$ cat src/include/led_sink_params.svh
// timing and layout constants for the led sink error detection block
`ifndef LED_SINK_PARAMS_SVH
`define LED_SINK_PARAMS_SVH
`define CHANNELS          16
`define CLK_PERIOD_NS     100
`define GATE_MIN_NS       120
`define LATCH_ED_MIN_NS   200
`define GATE_MIN_CYC      ((`GATE_MIN_NS + `CLK_PERIOD_NS - 1) / `CLK_PERIOD_NS)
`define LATCH_ED_MIN_CYC  ((`LATCH_ED_MIN_NS + `CLK_PERIOD_NS - 1) / `CLK_PERIOD_NS)
`define SHIFT_RESET       16'h0000
`define LATCH_RESET       16'h0000
`endif

$ cat src/include/led_sink_pkg.sv
// types shared by the led sink error detection block
package led_sink_pkg;
	// synchronised serial link levels from the display controller
	typedef struct packed {
		logic link_clk;
		logic serial_in;
		logic latch_strobe_n;
		logic gate_n;
	} link_t;
	// per-channel load sense levels from the analog comparators
	typedef struct packed {
		logic [15:0] open_load;
		logic [15:0] short_load;
	} sense_t;
	typedef enum logic [1:0] {
		LATCH_IDLE,
		LATCH_HIGH,
		LATCH_DONE
	} latch_state_t;
endpackage

$ cat src/logic/pin_sync.sv
// two-flop synchroniser for a bus of asynchronous pin levels
`timescale 1ns/1ps
module pin_sync #(
	parameter int WIDTH = 4
) (
	// clock and reset
	input  wire logic             clk,
	input  wire logic             rst,
	// levels
	input  wire logic [WIDTH-1:0] async_in,
	output logic      [WIDTH-1:0] sync_out
);
	logic [WIDTH-1:0] meta_ff;
	logic [WIDTH-1:0] nxt_meta;
	logic [WIDTH-1:0] nxt_sync;

	// first stage feeds only the second stage
	always_comb
	begin
		nxt_meta = async_in;
		nxt_sync = meta_ff;
	end

	// registers, reset to zero
	always_ff @(posedge clk)
	begin
		if (rst)
		begin
			meta_ff  <= '0;
			sync_out <= '0;
		end
		else
		begin
			meta_ff  <= nxt_meta;
			sync_out <= nxt_sync;
		end
	end
endmodule

$ cat src/logic/led_sink_core.sv
// serial-in parallel-out led sink with on-the-fly open and short detection
// Operation
// - latched 1 turns the channel sink on, latched 0 turns it off
// - open load on a lit channel clears its shift bit from 1 to 0
// - short load on a dark channel sets its shift bit from 0 to 1
// - error status shifts out while new display data shifts in
// - latched 0 channels stay off and get the short check
// - checks change only the shift copy, never latch or sink outputs
// - over-temperature forces all sinks off until the die cools
// - detection runs alongside normal driving, no mode to enter
`timescale 1ns/1ps
`include "led_sink_params.svh"
module led_sink_core (
	// clock and reset
	input  wire logic        clk,
	input  wire logic        rst,
	// serial link pins from the controller
	input  wire logic        link_clk_pin,
	input  wire logic        serial_in_pin,
	input  wire logic        latch_strobe_n,
	input  wire logic        gate_n,
	output logic             serial_out_pin,
	// analog sense and thermal flags (asynchronous levels)
	input  wire logic [15:0] open_load,
	input  wire logic [15:0] short_load,
	input  wire logic        temp_over_hi,
	input  wire logic        temp_under_lo,
	// channel drive
	output logic      [15:0] sink_channel,
	output logic             thermal_off
);
	led_sink_pkg::link_t  link_raw;
	led_sink_pkg::link_t  link_s;
	led_sink_pkg::sense_t sense_s;
	logic [1:0]           temp_s;
	logic [37:0]          sync_bus;

	// every pin level passes two flops before use
	assign link_raw = '{link_clk: link_clk_pin, serial_in: serial_in_pin,
		latch_strobe_n: latch_strobe_n, gate_n: gate_n};

	pin_sync #(
		.WIDTH(38)
	) u_sync (
		.clk      (clk),
		.rst      (rst),
		.async_in ({link_raw, open_load, short_load, temp_over_hi, temp_under_lo}),
		.sync_out (sync_bus)
	);

	assign link_s  = sync_bus[37:34];
	assign sense_s = sync_bus[33:2];
	assign temp_s  = sync_bus[1:0];

	// edge history of synchronised link levels, then shift, latch, drive, timer and state registers
	logic        link_clk_d_ff;
	logic        strobe_d_ff;
	logic [15:0] shift_ff;
	logic [15:0] latch_ff;
	logic        sout_ff;
	logic [15:0] sink_ff;
	logic        hot_ff;
	logic [3:0]  gate_cnt_ff;
	logic [3:0]  strobe_cnt_ff;
	logic        open_ok_ff;
	led_sink_pkg::latch_state_t state_ff;

	logic        nxt_link_clk_d;
	logic        nxt_strobe_d;
	logic [15:0] nxt_shift;
	logic [15:0] nxt_latch;
	logic        nxt_sout;
	logic [15:0] nxt_sink;
	logic        nxt_hot;
	logic [3:0]  nxt_gate_cnt;
	logic [3:0]  nxt_strobe_cnt;
	logic        nxt_open_ok;
	led_sink_pkg::latch_state_t nxt_state;

	logic clk_rise;
	logic strobe_rise;
	logic strobe_fall;

	// saturating counter step, used by both pulse width timers
	function automatic logic [3:0] sat_inc(input logic [3:0] v);
		sat_inc = (v == 4'hf) ? v : v + 4'h1;
	endfunction

	assign clk_rise    = link_s.link_clk & ~link_clk_d_ff;
	assign strobe_rise = link_s.latch_strobe_n & ~strobe_d_ff;
	assign strobe_fall = ~link_s.latch_strobe_n & strobe_d_ff;

	// next-state logic for shift, latch, detection and drive
	always_comb
	begin
		nxt_link_clk_d = link_s.link_clk;
		nxt_strobe_d   = link_s.latch_strobe_n;
		nxt_shift      = shift_ff;
		nxt_latch      = latch_ff;
		nxt_state      = state_ff;
		nxt_open_ok    = open_ok_ff;
		// gate width timer: open check is trusted only past the minimum low time
		nxt_gate_cnt   = link_s.gate_n ? 4'h0 : sat_inc(gate_cnt_ff);
		if (gate_cnt_ff >= 4'(`GATE_MIN_CYC))
			nxt_open_ok = 1'b1;
		if (link_s.gate_n)
			nxt_open_ok = 1'b0;
		nxt_strobe_cnt = link_s.latch_strobe_n ? sat_inc(strobe_cnt_ff) : 4'h0;
		// shift on each link clock rise; the last stage feeds the cascade
		if (clk_rise)
			nxt_shift = {shift_ff[14:0], link_s.serial_in};
		unique case (state_ff)
			led_sink_pkg::LATCH_IDLE:
			begin
				if (strobe_rise)
				begin
					nxt_latch = shift_ff;
					nxt_state = led_sink_pkg::LATCH_HIGH;
				end
			end
			led_sink_pkg::LATCH_HIGH:
			begin
				// latch is transparent while the strobe stays high, until status is captured
				if (!strobe_fall)
					nxt_latch = shift_ff;
				// status is captured once the strobe has been high the minimum time, or at an earlier strobe fall, no mode needed
				if (strobe_fall || strobe_cnt_ff >= 4'(`LATCH_ED_MIN_CYC))
				begin
					nxt_state = led_sink_pkg::LATCH_DONE;
					for (int i = 0; i < `CHANNELS; i++)
					begin
						if (nxt_latch[i] && open_ok_ff && sense_s.open_load[i])
							nxt_shift[i] = 1'b0;
						else if (!nxt_latch[i] && sense_s.short_load[i])
							nxt_shift[i] = 1'b1;
					end
				end
			end
			led_sink_pkg::LATCH_DONE:
			begin
				if (!link_s.latch_strobe_n)
					nxt_state = led_sink_pkg::LATCH_IDLE;
			end
		endcase
		// thermal hysteresis: trip high, release only once cooled
		nxt_hot = hot_ff;
		if (temp_s[1])
			nxt_hot = 1'b1;
		else if (temp_s[0])
			nxt_hot = 1'b0;
		// drive comes only from the latch, never from the status copy
		nxt_sink = (link_s.gate_n || hot_ff) ? 16'h0000 : latch_ff;
		nxt_sout = nxt_shift[15];
	end

	// registers
	always_ff @(posedge clk)
	begin
		if (rst)
		begin
			link_clk_d_ff <= 1'b0;
			strobe_d_ff   <= 1'b0;
			shift_ff      <= `SHIFT_RESET;
			latch_ff      <= `LATCH_RESET;
			sout_ff       <= 1'b0;
			sink_ff       <= 16'h0000;
			hot_ff        <= 1'b0;
			gate_cnt_ff   <= 4'h0;
			strobe_cnt_ff <= 4'h0;
			open_ok_ff    <= 1'b0;
			state_ff      <= led_sink_pkg::LATCH_IDLE;
		end
		else
		begin
			link_clk_d_ff <= nxt_link_clk_d;
			strobe_d_ff   <= nxt_strobe_d;
			shift_ff      <= nxt_shift;
			latch_ff      <= nxt_latch;
			sout_ff       <= nxt_sout;
			sink_ff       <= nxt_sink;
			hot_ff        <= nxt_hot;
			gate_cnt_ff   <= nxt_gate_cnt;
			strobe_cnt_ff <= nxt_strobe_cnt;
			open_ok_ff    <= nxt_open_ok;
			state_ff      <= nxt_state;
		end
	end

	assign serial_out_pin = sout_ff;
	assign sink_channel   = sink_ff;
	assign thermal_off    = hot_ff;
endmodule

$ cat config.mk
export PLATFORM = sky130hd
export DESIGN_NAME = led_sink_core
export DESIGN_NICKNAME = d
export VERILOG_FILES = /design/src/include/led_sink_pkg.sv /design/src/logic/pin_sync.sv /design/src/logic/led_sink_core.sv
export VERILOG_INCLUDE_DIRS = /design/src /design/src/include
export SDC_FILE = /design/constraint.sdc
export NUM_CORES = 1
export LEC_CHECK = 0
export ABC_AREA = 1
export BUFFER_PORTS_ARGS = -buffer_cell sky130_fd_sc_hd__clkbuf_2
export CORE_ASPECT_RATIO = 1.25
export CORE_MARGIN = 2
export CORE_UTILIZATION = 31
export DETAILED_ROUTE_END_ITERATION = 6
export GPL_TIMING_DRIVEN = 0
export PLACE_DENSITY = 0.51
export SLEW_MARGIN = 30
export SYNTH_ARGS = -nofsm -noshare
export SYNTH_HDL_FRONTEND = slang
export SYNTH_SLANG_ARGS = --single-unit
$ cat constraint.sdc
create_clock -name clk -period 1.7 [get_ports clk]
set_input_delay 0.255 -clock clk [delete_from_list [all_inputs] [get_ports clk]]
set_output_delay 0.255 -clock clk [all_outputs]
set_load 0.02 [all_outputs]
Yosys cells after proc, flatten, opt, wreduce, memory -nomap -nowiden
Index checks and enable logic that the tools add are counted.

Flip-flop bits (word level): 139. Input port bits: 40. Output and inout port bits: 18.

$add $sub $neg: 2. $lt $le $gt $ge: 2. Equality and inequality tests: 7. Mux-type cells: 45. Bitwise operators: 6. Reductions and logical operators: 74.

Operator list (number): two-way mux 16 bit (6); logical AND 1 bit (48); two-way mux 1 bit (34); one-hot mux 16 bit (2 select lines) (1); zero test 1 bit (16); adder 4 x 1 -> 4 bit (second input constant) (2); == test 4 bit (second input constant) (2); >= comparator 4 x 2 -> 1 bit (second input constant) (2); two-way mux 2 bit (3); inequality test 2 bit (second input constant) (3); one-hot mux 2 bit (3 select lines) (1); OR reduction 2 bit (3); nonzero test 2 bit (2); AND 1 bit (3); NOT 1 bit (3); AND reduction 3 bit (1); == test 2 x 1 -> 1 bit (second input constant) (1); == test 2 bit (second input constant) (1); zero test 2 bit (1); logical OR 1 bit (2); AND reduction 2 bit (1).

Depth between registers and ports, before layout
Depth after elaboration: 10. Depth in mapped cells: 11.

Hierarchy
From an unflattened synthesis, not the netlist that was laid out.

Cells, all modules: 735. Area total of the unflattened synthesis: 5506.5 um^2.

By module, submodules not included: led_sink_core (instances 1, cells each 499, area each 3347.0 um^2, sequential area each 1241.2 um^2); pin_sync (instances 1, cells each 236, area each 2159.6 um^2, sequential area each 1521.5 um^2).

Worst setup path before layout
No wires, ideal clock.

Kind: register -> register. From: reg state_ff[1]. To: reg latch_ff[10]. Setup time: 0.119 ns. Arrival: 1.355 ns. Required time: 1.581 ns. Setup slack: 0.225 ns. Cell stages (with the launch flop): 12. Buffers on the path: 3. Clock period less this slack: 1.475 ns. Path through: dfxtp_1 inv_1 ha_1 buf_4 inv_2 or2_0 nand2_1 buf_6 inv_2 buf_6 nor2_1 a21oi_1.

Cells in the longest elaborated chain, start to end: 3. Elaborated cells on any way between the ends: 6.

Ends and longest elaborated chain: start, declared (line led_sink_core.sv:66) `led_sink_pkg::latch_state_t state_ff;`; start signal, assigned (line led_sink_core.sv:171) `state_ff <= led_sink_pkg::LATCH_IDLE;`; start signal, assigned (line led_sink_core.sv:185) `state_ff <= nxt_state;`; == test 2 x 1 -> 1 bit / zero test 2 bit (equally long branches) (line led_sink_core.sv:112) `unique case (state_ff)`; nonzero test 2 bit (no source line) / inequality test 2 bit (equally long branches); AND reduction 2 bit (no source line); end signal, assigned (line led_sink_core.sv:164) `` latch_ff <= `LATCH_RESET; ``; end signal, assigned (line led_sink_core.sv:178) `latch_ff <= nxt_latch;`; end, declared (line led_sink_core.sv:59) `logic [15:0] latch_ff;`.

Several ways; a longest one is shown, not always the timed one. A chain may end at the register's enable or synchronous reset.

Worst setup path in the final report
From: reg state_ff[1]. To: reg latch_ff[14].

The elaborated chain is that of the path after synthesis.

==> results_dict.tcl <==
set metrics [dict create \
    ys_ff_latch 138 \
    vias_per_cell 4.21 \
    synthDistinctLibCells 26 \
    grt_max_degree 17 \
    cts.sinks 138 \
    numCtsBuffers 17 \
    syn-cell-area_mm2 0.00530 \
    dieArea_mm2 0.0182 \
    clock_skew_ps 6.98 \
    core_mm2 0.0168 \
    wirelength_um 12500 \
    finalNetCount 845 \
    core.rowCount 53 \
    crit_family "buffers and inverters" \
    grt_pass1_vias 4262 \
    fillers 1794 \
    critPathMaxFanout 10 \
    power_density_mw_per_mm2 1350 \
    antenna_left 0 \
    status "complete, no violations" \
    start_kind "register" \
    drt_pass1_iterations 5 \
    grtUsageMet3 0.0379 \
    die_w_um 121 \
    io_buffers 56 \
    tns_ps 0 \
    num_antenna_cells 0 \
    drt-wirelength-per-cell_um 12.1 \
    cp-end-kind "register" \
    drt_iter0_drc 249 \
    postSynthCellCount 720 \
    seq_area_mm2 0.00277 \
    fmax_mhz 624 \
    final_common_cell "nor2_1" \
    leakagePower_nw 2.91 \
    grt_most_used_layer "met2" \
    hp-class "in -> reg" \
    final_cell_mix "nor2_1, dfxtp_1, inv_1" \
    dp_hpwl_um 9280 \
    max_cap_violations 0 \
    finalNonFillerCells 1029 \
    gp_congestion 0.880 \
    cts_tree "built" \
    yosys-top-cells-area "dfxtp_1, nor2_1, inv_1, nand3_1, nand2_1" \
    clk_latency_ps 420 \
    fin_crit_sh 0.942 \
    yosys.area.top_type "dfxtp_1" \
    cts.path.max_buffers 2 \
    max_slew.worst_pin.slew_ps 607 \
    syn_area_per_cell_um2 7.36 \
    multi_input_area_mm2 0.00192 \
    hold_violations 0 \
    drc 0 \
    num_vias 4332 \
    worstPathArrival_ps 1900 \
    path_class "reg -> reg" \
    max_stage_delay_ps 330 \
    grtUsageTotal 0.149 \
    cp.required_ps 2000 \
    dp_cells 996 \
    relSlewSlack 0.595 \
    synth_top_area_frac 0.521 \
    ys_warn_count 0 \
    drive_gt1_frac 0.148 \
    clkTransAtPathRegs_ps 60 \
    rsz0062_at_grt "yes" \
    period_needed_ps 1600 \
    yosysSeqAreaShare 0.521 \
    grtUsageMet1 0.187 \
    grt_overflow 0 \
    start_util 0.316 \
    crit_buf_inv 6 \
    area_growth_pct 22.7 \
    syn-num-nets 768 \
    grt_pass1_wl_um 20900 \
    pin_count 58 \
    cts-root-buf "clkbuf_16" \
    cts_max_level 4 \
    setup_violations 0 \
    worstPathCellList "inv_2, ha_2, buf_6, inv_2, or2_0, nand2_1, buf_6, inv_2, buf_6, nor2_1, a21oi_1" \
    peakVddDrop_mv 0.579 \
    met2_usage 0.245 \
    antenna_found_initial 0 \
    cp_slowest_cell "dfxtp_2" \
    maxSlewViolCount 0 \
    whs_ps 22.0 \
    die_h_um 150 \
]
[registers in the layout, indices dropped and copies added (netlist names)]
signal / count
u_sync.sync_out: 38
open_ok_ff: 1
shift_ff: 16
u_sync.meta_ff: 38
thermal_off: 1
strobe_d_ff: 1
sink_channel: 16
gate_cnt_ff: 4
state_ff: 2
latch_ff: 16
strobe_cnt_ff: 4
link_clk_d_ff: 1
[timing repair]
| item | 4_1_cts | 5_1_grt |
|---|---|---|
| setup buffers | 0 | 4 |
| hold buffers | 0 | 0 |
| resized for setup | 1 | 9 |
| endpoints found under the setup margin | 8 | 30 |
| pin swaps | 0 | 1 |
[path summary, 6_finish.rpt]
kind | slack [ps] | depth (start not counted) | to | startpoint
worst min register to register | 400 | 2 | u_sync.sync_out[2] | u_sync.meta_ff[2]
worst max-delay path | 100 | 11 | latch_ff[14] | state_ff[1]
worst max register to register | 100 | 11 | latch_ff[14] | state_ff[1]
worst min-delay path | 20 | 3 | u_sync.meta_ff[1] | temp_over_hi
[cells in the mapped netlist]
cell type,instances
inv_2,4
buf_4,1
clkbuf_2,2
ha_1,8
buf_6,2
nor2_1,177
or2_0,1
a31oi_1,1
a21oi_1,25
nand2_1,61
nand3_2,1
a21bo_2,1
o21ai_1,11
nand3_1,80
a21boi_0,2
buf_2,13
o31ai_1,2
nor3_1,1
inv_1,122
dfxtp_1,138
or2_1,1
clkbuf_1,15
buf_1,2
nand4_1,1
o21ai_0,45
nand2_2,3
[power breakdown]
group	leakage [nW]	switching (mW)	internal, mW
Combinational	1.49	0.874	0.493
Clock	0.285	1.35	2.38
Sequential	1.13	0.154	3.52
Total	2.91	2.37	6.39
[logic make-up after synthesis]
logic type      synth area share
simple gates               0.254
buf+inv                    0.121
flops                      0.521
compound gates            0.0852
fa+ha+maj                 0.0189
[through the flow]
stage	total power [mW]	setup WS, ps	area, µm²	util
2_1_floorplan	4.59	225	5300	-
3_5_place_dp	5.01	-13.8	5860	0.349
5_1_grt	9.24	-33.7	6510	0.388
6_report	8.77	98.4	6510	0.388
4_1_cts	8.77	15.1	6460	0.385
3_3_place_gp	5.01	4.50	5860	0.349
[per-layer routing]
metal	share of wire	wire, µm
met5	0	0
met3	0.053	666
met1	0.46	5760
met2	0.47	5880
met4	0.016	198
[worst reg2reg max path, cell delays in order (launching register included)]
cell and delay, ps:
dfxtp_2 330, inv_2 70, ha_2 170, buf_6 120, inv_2 30, or2_0 190, nand2_1 100, buf_6 120
inv_2 50, buf_6 140, nor2_1 100, a21oi_1 70
[final cells by class]
type / count / area share
inverter: 126 / 0.0727
timing repair buffer: 60 / 0.0477
tap: 220 / 0.0423
multi-input combinational: 421 / 0.294
clock inverter: 10 / 0.0221
buffer: 33 / 0.0254
clock buffer: 21 / 0.0707
sequential: 138 / 0.425
Note: power is estimated with default switching activity, not from simulation.
